**src/rtl/csi_master_regs.vh**
```
// Register offsets, field positions and reset values of the serial channel.
`ifndef CSI_MASTER_REGS_VH
`define CSI_MASTER_REGS_VH

`define OFS_DATA        8'h00
`define OFS_CFG         8'h04
`define OFS_PRESCALE    8'h08
`define OFS_CTRL        8'h0C
`define OFS_FLAG_CLR    8'h10
`define OFS_OUT_LEVEL   8'h14
`define OFS_OUT_ENABLE  8'h18
`define OFS_PERIPH_EN   8'h1C

`define DIV_HI          15
`define DIV_LO          9
`define CFG_ISS         0
`define CFG_DUPLEX      1
`define CFG_DAP         2
`define CFG_CKP         3
`define CFG_LSB         4
`define CFG_LEN8        5
`define CTRL_START      0
`define CTRL_STOP       1
`define CLR_OVERRUN     0
`define LVL_DATA        0
`define LVL_CLOCK       1

`define CFG_RESET       6'h20
`define DIV_RESET       7'h7F
`define PRESCALE_RESET  4'h0
`define PRESCALE_MAX    4'hB
`define MIN_HALF_CLK    19'h00002

`endif

```
**src/rtl/csi_master.v**
```verilog
// Master three-wire clocked serial channel with an APB register slave.
//
// Overview of operation
// Duplex master drives clock, shifts data out and in together.
// Software changes mode, config and rate only while channel disabled.
// Software waits four clocks after unit enable before prescaler write.
// Rate divider comes from data register bits 15 to 9.
// Serial clock between system clock over 4 and over 2*2^11*128.
// Writing start trigger sets the channel enabled status.
// Receive-only: dummy write to low data byte starts one frame.
// Duplex: transmit write to low data byte starts the exchange.
// Single mode pulses transfer end per frame; software reads byte.
// Interrupt selects transfer end or buffer empty.
// Interrupt source select may change during operation.
// Only receive overrun is detected, via the overrun flag.
// Data phase: output on first clock edge, or half clock earlier.
// Clock polarity forward or reversed; 7 or 8 bits, MSB/LSB first.
// Software stops with stop trigger, then clears unit clock enable.
// Pins keep their levels after stop until output level rewritten.
// Flag clear register write clears a remaining overrun flag.
// Software resumes by disabling outputs, setting levels, re-enabling.
// Clearing output enable lets level bits drive data directly.
// New transmit data while buffer full overwrites pending data.
// Continuous mode chains buffered frames, else stops the clock.
`timescale 1ns/1ns
`include "csi_master_regs.vh"

module csi_master (
    input  wire        REF_CLK_IN,
    input  wire        RESETN_IN,
    input  wire        PSEL_IN,
    input  wire        PENABLE_IN,
    input  wire        PWRITE_IN,
    input  wire [7:0]  PADDR_IN,
    input  wire [31:0] PWDATA_IN,
    output reg  [31:0] PRDATA_OUT,
    output wire        PREADY_OUT,
    output wire        PSLVERR_OUT,
    input  wire        SI_IN,
    output reg         SCK_OUT,
    output reg         SO_OUT,
    output reg         DONE_IRQ_OUT
);

    // Software registers.
    reg [5:0]  cfg;
    reg [6:0]  divider;
    reg [3:0]  prescale;
    reg        out_enable;
    reg        unit_enable;
    reg        chan_enabled_status;
    reg        buffer_full_flag;
    reg        overrun_flag;
    reg        rx_valid;
    reg [7:0]  tx_buf;
    reg [7:0]  tx_frame;
    reg [7:0]  rx_data;

    // Shift engine state.
    reg        busy;
    reg [4:0]  step;
    reg [18:0] half_cnt;

    wire       wr_access;
    wire       rd_access;
    wire       setup;
    wire       mapped;
    wire       data_wr;
    wire       start_wr;
    wire       stop_wr;
    wire       clr_wr;
    wire       lvl_wr;
    wire       dap;
    wire [3:0] nbits;
    wire [4:0] last_step;
    wire [2:0] bit_idx;
    wire [2:0] bit_pos;
    wire       tick;
    wire       frame_end;
    wire       launch;
    wire [18:0] half_raw;
    wire [18:0] half_len;

    // Address check, shared by the access decodes and the error answer.
    function is_mapped;
        input [7:0] a;
        begin
            is_mapped = (a == `OFS_DATA)     || (a == `OFS_CFG)      ||
                        (a == `OFS_PRESCALE) || (a == `OFS_CTRL)     ||
                        (a == `OFS_FLAG_CLR) || (a == `OFS_OUT_LEVEL) ||
                        (a == `OFS_OUT_ENABLE) || (a == `OFS_PERIPH_EN);
        end
    endfunction

    // The slave answers in the first access cycle; read data is captured
    // in the setup cycle so that it comes straight from a flip-flop.
    assign setup       = PSEL_IN & ~PENABLE_IN;
    assign mapped      = is_mapped(PADDR_IN);
    assign PREADY_OUT  = PSEL_IN & PENABLE_IN;
    assign PSLVERR_OUT = PSEL_IN & PENABLE_IN & ~mapped;
    assign wr_access   = PSEL_IN & PENABLE_IN & PWRITE_IN & mapped;
    assign rd_access   = PSEL_IN & PENABLE_IN & ~PWRITE_IN & mapped;
    assign data_wr     = wr_access & (PADDR_IN == `OFS_DATA);
    assign start_wr    = wr_access & (PADDR_IN == `OFS_CTRL) &
                         PWDATA_IN[`CTRL_START];
    assign stop_wr     = wr_access & (PADDR_IN == `OFS_CTRL) &
                         PWDATA_IN[`CTRL_STOP];
    assign clr_wr      = wr_access & (PADDR_IN == `OFS_FLAG_CLR) &
                         PWDATA_IN[`CLR_OVERRUN];
    assign lvl_wr      = wr_access & (PADDR_IN == `OFS_OUT_LEVEL);

    // Read data register.
    always @(posedge REF_CLK_IN or negedge RESETN_IN) begin
        if (!RESETN_IN) begin
            PRDATA_OUT <= 32'h00000000;
        end else if (setup && !PWRITE_IN) begin
            if (PADDR_IN == `OFS_DATA) begin
                PRDATA_OUT <= {16'h0000, divider, 1'b0, rx_data};
            end else if (PADDR_IN == `OFS_CFG) begin
                PRDATA_OUT <= {26'h0000000, cfg};
            end else if (PADDR_IN == `OFS_PRESCALE) begin
                PRDATA_OUT <= {28'h0000000, prescale};
            end else if (PADDR_IN == `OFS_CTRL) begin
                PRDATA_OUT <= {27'h0000000, rx_valid, overrun_flag, busy,
                               buffer_full_flag, chan_enabled_status};
            end else if (PADDR_IN == `OFS_OUT_LEVEL) begin
                PRDATA_OUT <= {30'h00000000, SCK_OUT, SO_OUT};
            end else if (PADDR_IN == `OFS_OUT_ENABLE) begin
                PRDATA_OUT <= {31'h00000000, out_enable};
            end else if (PADDR_IN == `OFS_PERIPH_EN) begin
                PRDATA_OUT <= {31'h00000000, unit_enable};
            end else begin
                PRDATA_OUT <= 32'h00000000;
            end
        end
    end

    // Configuration registers. They are not locked while enabled; keeping
    // them still during a frame is left to software.
    always @(posedge REF_CLK_IN or negedge RESETN_IN) begin
        if (!RESETN_IN) begin
            cfg         <= `CFG_RESET;
            divider     <= `DIV_RESET;
            prescale    <= `PRESCALE_RESET;
            out_enable  <= 1'b0;
            unit_enable <= 1'b0;
        end else if (wr_access) begin
            if (PADDR_IN == `OFS_DATA) begin
                divider <= PWDATA_IN[`DIV_HI:`DIV_LO];
            end else if (PADDR_IN == `OFS_CFG) begin
                cfg <= PWDATA_IN[5:0];
            end else if (PADDR_IN == `OFS_PRESCALE) begin
                prescale <= (PWDATA_IN[3:0] > `PRESCALE_MAX) ?
                            `PRESCALE_MAX : PWDATA_IN[3:0];
            end else if (PADDR_IN == `OFS_OUT_ENABLE) begin
                out_enable <= PWDATA_IN[0];
            end else if (PADDR_IN == `OFS_PERIPH_EN) begin
                unit_enable <= PWDATA_IN[0];
            end
        end
    end

    // Half period of the serial clock in system clocks, floored at two so
    // the clock never runs faster than a quarter of the system clock.
    assign half_raw = {11'h000, 1'b0, divider} + 19'h00001;
    assign half_len = ((half_raw << prescale) < `MIN_HALF_CLK) ?
                      `MIN_HALF_CLK : (half_raw << prescale);

    // Frame geometry: step counts half periods, one more when the data
    // phase leads the clock by half a period. A stop write freezes the
    // engine in its own cycle, so no edge slips out after the stop.
    assign dap       = cfg[`CFG_DAP];
    assign nbits     = cfg[`CFG_LEN8] ? 4'h8 : 4'h7;
    assign last_step = {nbits, 1'b0} - 5'h01 + {4'h0, dap};
    assign bit_idx   = step[3:1];
    assign bit_pos   = cfg[`CFG_LSB] ? bit_idx :
                       (nbits[2:0] - 3'h1 - bit_idx);
    assign tick      = busy && chan_enabled_status && !stop_wr &&
                       (half_cnt == 19'h00000);
    assign frame_end = tick && (step == last_step);
    assign launch    = chan_enabled_status && buffer_full_flag && !stop_wr &&
                       (!busy || frame_end);

    // Half-period timer.
    always @(posedge REF_CLK_IN or negedge RESETN_IN) begin
        if (!RESETN_IN) begin
            half_cnt <= 19'h00000;
        end else if (launch || tick) begin
            half_cnt <= half_len - 19'h00001;
        end else if (busy) begin
            half_cnt <= half_cnt - 19'h00001;
        end
    end

    // Channel enable, buffer and shift sequencing.
    always @(posedge REF_CLK_IN or negedge RESETN_IN) begin
        if (!RESETN_IN) begin
            chan_enabled_status <= 1'b0;
            buffer_full_flag    <= 1'b0;
            tx_buf              <= 8'h00;
            tx_frame            <= 8'h00;
            busy                <= 1'b0;
            step                <= 5'h00;
        end else begin
            if (!unit_enable || stop_wr) begin
                chan_enabled_status <= 1'b0;
            end else if (start_wr) begin
                chan_enabled_status <= 1'b1;
            end
            // A data write refills the buffer even when already full.
            if (data_wr && chan_enabled_status) begin
                tx_buf           <= PWDATA_IN[7:0];
                buffer_full_flag <= 1'b1;
            end else if (launch) begin
                buffer_full_flag <= 1'b0;
            end else if (!chan_enabled_status) begin
                buffer_full_flag <= 1'b0;
            end
            // Stopping abandons a frame at once; pins stay where they are.
            if (!chan_enabled_status) begin
                busy <= 1'b0;
            end else if (launch) begin
                busy     <= 1'b1;
                step     <= 5'h00;
                tx_frame <= tx_buf;
            end else if (frame_end) begin
                busy <= 1'b0;
            end else if (tick) begin
                step <= step + 5'h01;
            end
        end
    end

    // Serial clock and data pins. Output shifts on even steps and input
    // is sampled on odd ones; with the data phase set the first bit goes
    // out half a period before the first clock edge.
    always @(posedge REF_CLK_IN or negedge RESETN_IN) begin
        if (!RESETN_IN) begin
            SCK_OUT <= 1'b1;
            SO_OUT  <= 1'b1;
        end else begin
            if (launch && !busy) begin
                SCK_OUT <= ~cfg[`CFG_CKP];
            end else if (tick && !(dap && step == 5'h00)) begin
                SCK_OUT <= ~SCK_OUT;
            end else if (lvl_wr && !busy) begin
                SCK_OUT <= PWDATA_IN[`LVL_CLOCK];
            end
            if (tick && !step[0] && step != last_step && out_enable &&
                cfg[`CFG_DUPLEX]) begin
                SO_OUT <= tx_frame[bit_pos];
            end else if (lvl_wr && !out_enable) begin
                SO_OUT <= PWDATA_IN[`LVL_DATA];
            end
        end
    end

    // Received data, overrun and the done pulse. A new frame landing on
    // an unread byte keeps the new byte and raises overrun; the set wins
    // over a clear in the same cycle.
    always @(posedge REF_CLK_IN or negedge RESETN_IN) begin
        if (!RESETN_IN) begin
            rx_data      <= 8'h00;
            rx_valid     <= 1'b0;
            overrun_flag <= 1'b0;
            DONE_IRQ_OUT <= 1'b0;
        end else begin
            if (tick && step[0]) begin
                rx_data[bit_pos] <= SI_IN;
            end
            if (frame_end && rx_valid) begin
                overrun_flag <= 1'b1;
            end else if (clr_wr) begin
                overrun_flag <= 1'b0;
            end
            if (frame_end) begin
                rx_valid <= 1'b1;
            end else if (rd_access && PADDR_IN == `OFS_DATA) begin
                rx_valid <= 1'b0;
            end
            DONE_IRQ_OUT <= cfg[`CFG_ISS] ? launch : frame_end;
        end
    end

endmodule

```
**config.mk**
```make
export PLATFORM = sky130hd
export DESIGN_NAME = csi_master
export DESIGN_NICKNAME = d
export VERILOG_FILES = /design/src/rtl/csi_master.v
export VERILOG_INCLUDE_DIRS = /design/src /design/src/rtl
export SDC_FILE = /design/constraint.sdc
export NUM_CORES = 1
export LEC_CHECK = 0
export ABC_AREA = 1
export BUFFER_PORTS_ARGS = -buffer_cell sky130_fd_sc_hd__buf_4
export CAP_MARGIN = 20
export CORE_MARGIN = 2
export CORE_UTILIZATION = 35
export CTS_CLUSTER_DIAMETER = 60
export DETAILED_ROUTE_END_ITERATION = 16
export SYNTH_ARGS = -nofsm -noshare
export SYNTH_HDL_FRONTEND = slang
export SYNTH_SLANG_ARGS = --single-unit
```
**constraint.sdc**
```tcl
create_clock -name REF_CLK_IN -period 3.5 [get_ports REF_CLK_IN]
set_input_delay 0.525 -clock REF_CLK_IN [delete_from_list [all_inputs] [get_ports REF_CLK_IN]]
set_output_delay 0.525 -clock REF_CLK_IN [all_outputs]
set_load 0.01 [all_outputs]
```
# Yosys cells after proc, flatten, opt, wreduce, memory -nomap -nowiden
# Index checks and enable logic that the tools add are counted.
[word_totals]
word_cells = 162
reg_bits = 107
input_bits = 46
out_inout_bits = 37
[classes]
add_sub_neg = 8
bitwise = 23
shifts = 1
n_reduce_logical = 56
magnitude_cmp = 4
muxes = 39
eq_ne = 12
[ops]
columns = ["cell", "n"]
rows = [
  ["two-way mux 19 bit", 3],
  ["subtractor 19 x 1 -> 19 bit (second input constant)", 2],
  ["equality test 8 x 5 -> 1 bit (second input constant)", 4],
  ["two-way mux 5 bit", 5],
  ["logical AND 1 bit", 22],
  ["two-way mux 1 bit", 22],
  ["zero test 19 bit", 1],
  ["less-than comparator 19 x 2 -> 1 bit (second input constant)", 1],
  ["<< shifter 8 x 4 -> 19 bit", 1],
  ["equality test 8 x 4 -> 1 bit (second input constant)", 2],
  ["two-way mux 16 bit", 1],
  ["bitwise AND 1 bit", 14],
  ["nonzero test 2 bit", 6],
  ["logical OR 1 bit", 10],
  ["inverter 1 bit", 9],
  ["adder 7 x 1 -> 8 bit (second input constant)", 1],
  ["bitwise mux 8 bit", 1],
  ["equality test 8 x 3 -> 1 bit (second input constant)", 1],
  ["zero test 8 bit", 1],
  ["two-way mux 4 bit", 2],
  ["zero test 1 bit", 7],
  ["two-way mux 6 bit", 1],
  ["!= test 3 x 1 -> 1 bit (second input constant)", 2],
  ["AND reduction 3 bit", 2],
  ["other kinds (21)", 22],
]

# Longest topological paths before layout
[logic_depth]
word_depth = 19
ltp_mapped = 27
depth_no_buf = 27

# Worst setup path before layout
# No wires, ideal clock.
[synth_path]
kind = "reg-to-reg"
from = "register divider[0]"
to = "register half_cnt[18]"
setup_time_ns = 0.077
synth_period_minus_slack_ns = 3.092
t_arrival_ns = 3.015
slack_ns = 0.408
t_required_ns = 3.423
path_buffers = 0
stages_incl_launch_ff = 24
cell_sequence = "dfstp_2 > ha_1 > nand2_1 > nor2_1 > nand2_1 > nand2_1 > nand3_1 > nand2_1 > nand2_1 > nand3_1 > nand2_1 > nor2_1 > nand3_1 > nor2_1 > nand3_1 > a21boi_0 > ha_1 > inv_1 > nor2_4 > nand3_1 > nor2_2 > nand3_1 > or2_0 > a21oi_1"
[synth_between]
elab_chain_len = 6
[synth_rtl]
columns = ["element", "line_no", "text"]
rows = [
  ["from (decl)", "csi_master.v:47", "reg [6:0] divider;"],
  ["from (signal assigned)", "csi_master.v:143", "divider <= `DIV_RESET;"],
  ["from (signal assigned)", "csi_master.v:149", "divider <= PWDATA_IN[`DIV_HI:`DIV_LO];"],
  ["adder 7 x 1 -> 8 bit (*)", "csi_master.v:165", "assign half_raw = {11'h000, 1'b0, divider} + 19'h00001;"],
  ["<< shifter 8 x 4 -> 19 bit (*)", "csi_master.v:166, csi_master.v:167", ""],
  ["less-than comparator 19 x 2 -> 1 bit (no line)", "n/a", ""],
  ["two-way mux 19 bit (*)", "csi_master.v:166", "assign half_len = ((half_raw << prescale) < `MIN_HALF_CLK) ?"],
  ["subtractor 19 x 1 -> 19 bit (*)", "csi_master.v:189", "half_cnt <= half_len - 19'h00001;"],
  ["two-way mux 19 bit (*)", "csi_master.v:188", "end else if (launch || tick) begin"],
  ["to (signal assigned)", "csi_master.v:189", ""],
  ["to (signal assigned)", "csi_master.v:191", "half_cnt <= half_cnt - 19'h00001;"],
  ["to (decl)", "csi_master.v:62", "reg [18:0] half_cnt;"],
]
# Every way passes the cells marked *; elsewhere a longest branch is shown, timed or not.
# A chain may end at the register's enable or synchronous reset.

# Worst setup path in the final report
# Ends and elaborated chain as after synthesis.

==> results by group <==
Finish
  – Finished Cell Area: 0.00690 mm²
  – Total Nets Final: 950
  – Most frequent cells in the layout: 228 x nand2_1, 97 x inv_1, 89 x nand3_1
  – Utilization after layout: 0.419
  – Area delta synth->final: 18.2%
  – Fill cells: around 1,700
  – N_diodes: 0
  – Final non-filler cell total: 1,121
  – Most common cell after layout, fill and taps aside: nand2_1
  – Fraction of layout cells with a size suffix above 1: 0.168

Pwr
  – Clock network power share: 0.470
  – P per Cell Area: 313 mW/mm²
  – Maximum VDD drop: a little over 300 µV
  – Sw Pwr: 512 µW
  – Logic pwr share: 0.046
  – Sequential share of power: 0.484
  – Pint: 1.65 mW
  – Static leakage: 3.33 nW
  – Sw Ratio: 0.237

Die
  – Row count: 47
  – Initial Utilization: 0.355
  – Ports: 83
  – Die X: 133 µm
  – Die Height: roughly 130 µm
  – Die ar.: around 0.018 mm²
  – CORE AREA: 0.0165 mm²

Place
  – DP Area: ~0.0065 mm²
  – GPL Wtd Cong: 0.854
  – Final HPWL DP: 11,200 µm
  – DP Cell Count: 1,102
  – # port buffers: 48

Timing
  – Worst slew margin: 0.607
  – Final setup viols: 0
  – Tmin final: 3.29 ns
  – Setup TNS: 0 ns
  – Final period util: 0.940
  – Worst slew pin tran: 0.589 ns
  – Highest Clock Rate: 304 MHz
  – Clk_skew: between 0.005 and 0.006 ns
  – Final hold vios: 0
  – RSZ-0062 raised after global routing: true
  – Max Transition Viols Final: 0

Logic synthesis
  – Synth area leader: dfrtp_1
  – YS warnings: 0
  – Seq/Total Area, Yosys: 0.388
  – Mapped Cells: roughly 840
  – Top FF cell, synth: dfrtp_1
  – Largest cells by area after synthesis: dfrtp_1 34%, nand2_1 15%, nand3_1 8.5%, inv_1 6.2%, o21ai_0 5.1%
  – Async set-or-reset flop fraction in the synthesized netlist: 1.00
  – Synth Register Bits: 90
  – Netlist cell types: 51
  – Syn Area/Cell: 6.99 µm²
  – Post-synth EDFFs: 0
  – Post-Synthesis Cell Area: 0.00584 mm²
  – Area share of the largest cell type after synthesis: 0.343

Worst setup path
  – Critical path class: reg -> reg
  – CP Data Arrival Time: 3.57 ns
  – CP max FO: 4
  – Startpoint types: flip-flop
  – Worst Path Required: 3.78 ns
  – Worst Setup End Kind: flip-flop

Global routing
  – Number of global-route vias before repair: approximately 5,100
  – Top Usage Layer GRT: met2
  – Initial antenna violation count: 0
  – First-pass GRT wire length: roughly 25,000 µm
  – Met3 Use GR: 0.0335
  – Largest net degree at the start of global routing: between 40 and 50
  – Remaining global-route overflow: 0
  – GR Layer Usage met1: 0.238
  – Met2 Usage GRT: 0.276
  – Overall global routing resource usage: 0.174

CTS
  – Sink Count: 90
  – Hold buffer count at cts: 0
  – Skew-Pair Late Insertion Delay: roughly 0.35 ns
  – CTS tree: yes
  – Reg clk slew, reported paths: 0.07 ns
  – Max clock buf depth: 2
  – Max H-tree Level: 3
  – Root buffer cell: clkbuf_16
  – Num CTS Buffers: 9

Drt
  – Initial DRC count: 347
  – Total wire length: 14,800 µm
  – Initial DRT Pass Iterations: 7
  – DRC Markers: 0
  – Vias per cell: between 4 and 5
  – Final ANT Viol Nets: 0
  – Wire length per cell: approximately 13 µm
  – DR vias: around 5,500

Status
  – Outcome: complete, no violations

Job
  – Max-cap viol count: 0

Hold path
  – HP Class: in -> async
==> cell usage after synthesis (4+ instances only) <==
| master | count |
|---|---|
| inv_2 | 6 |
| nand4_1 | 14 |
| o21ai_2 | 5 |
| dfrtp_1 | 80 |
| inv_1 | 97 |
| o211ai_1 | 4 |
| clkbuf_1 | 17 |
| nor2_1 | 70 |
| nand3_1 | 99 |
| buf_4 | 18 |
| o21ai_0 | 60 |
| a21oi_1 | 26 |
| nor3_1 | 12 |
| dfstp_2 | 10 |
| nor2_2 | 5 |
| o21ai_1 | 18 |
| nand2_1 | 230 |
| ha_1 | 7 |
| o31ai_1 | 6 |
| xor2_1 | 4 |
==> registers in the layout (all words and copies together) (netlist names) <==
register and cells:
step 5, buffer_full_flag 1, tx_buf 8, unit_enable 1, prescale 4, tx_frame 8, rx_data 8, half_cnt 19
SO_OUT 1, out_enable 1, chan_enabled_status 1, SCK_OUT 1, DONE_IRQ_OUT 1, rx_valid 1, busy 1, overrun_flag 1
cfg 6, PRDATA_OUT 15, divider 7
==> power groups by stage <==
stage          clock network [mW]  logic (mW)  registers [mW]
6_report                     1.02      0.0998            1.05
5_1_grt                      1.08       0.114            1.05
4_1_cts                      1.05       0.102            1.05
3_5_place_dp                    0       0.101            1.07
3_3_place_gp                    0       0.102            1.07
2_1_floorplan                   0      0.0456            1.07
==> final cells by class <==
| class | instances | area [µm²] | share of cell area |
|---|---|---|---|
| well taps | 220 | 275 | 0.0399 |
| clock inverters | 7 | 85.1 | 0.0123 |
| repair buffers | 73 | 548 | 0.0794 |
| inverters | 105 | 399 | 0.0578 |
| flip-flops and latches | 90 | 2260 | 0.328 |
| clock buffers | 9 | 225 | 0.0326 |
| multi-input cells | 617 | 3110 | 0.450 |
==> through the flow <==
stage | hold slack [ns] | total power, mW | setup WS [ns]
floorplan | 0.229 | 1.11 | 0.408
global placement | 0.454 | 1.17 | 0.0575
detailed placement | 0.459 | 1.17 | 0.0192
CTS | 0.180 | 2.19 | 0.00136
global route | 0.208 | 2.25 | -0.116
finish | 0.154 | 2.16 | 0.211
==> cell families after synthesis <==
kind of cell	share of synthesized area
AOI/OAI and AO/OA	0.127
other	0.000642
adders and majority gates	0.0184
muxes	0.00386
DFF	0.388
buffers and inverters	0.109
xor gates and xnor gates	0.0105
and+or+nand+nor	0.343
==> final timing paths <==
| kind | from | end | slack (ns) | depth (start not counted) |
|---|---|---|---|---|
| worst min register to register | tx_frame[7]$_DFFE_PN0P_ | tx_frame[7]$_DFFE_PN0P_ | 0.47 | 2 |
| worst min-delay path | RESETN_IN | half_cnt[12]$_DFFE_PN0P_ | 0.15 | 1 |
| worst max register to register | divider[0]$_DFFE_PN1P_ | half_cnt[18]$_DFFE_PN0P_ | 0.21 | 23 |
| max in group asynchronous | RESETN_IN | cfg[5]$_DFFE_PN1P_ | 2.48 | 2 |
| min in group REF_CLK_IN | PWDATA_IN[11] | divider[2]$_DFFE_PN1P_ | 0.38 | 3 |
| worst max-delay path | divider[0]$_DFFE_PN1P_ | half_cnt[18]$_DFFE_PN0P_ | 0.21 | 23 |
==> worst max-delay path: stages (launching register included) <==
cell      delay (ns)
dfstp_2         0.56
ha_1            0.17
nand2_1         0.11
nor2_4          0.14
nand2_1         0.08
nand2_2         0.08
nand3_2         0.10
nand2_1         0.08
nand2_1         0.04
nand3_1         0.09
nand2_1         0.08
nor2_1          0.09
nand3_1         0.10
nor2_2          0.13
nand3_2         0.10
a21boi_2        0.18
ha_2            0.19
inv_1           0.06
nor2_4          0.14
nand3_1         0.10
nor2_2          0.14
nand3_1         0.10
or2_0           0.21
a21oi_1         0.14
==> layer usage <==
| layer | vias up | part of all wire |
|---|---|---|
| met3 | 22 | 0.030 |
| li1 | 2816 | - |
| met1 | 2557 | 0.49 |
| met2 | 88 | 0.46 |
| met4 | 0 | 0.021 |
| met5 | - | 0 |
==> repair_timing <==
item                                    4_1_cts  5_1_grt
setup buffers                                 0        3
resized for setup                             0       26
endpoints found under the hold margin         0        0
endpoints found under the setup margin        0       11
Note: power is estimated with default switching activity, not from simulation.
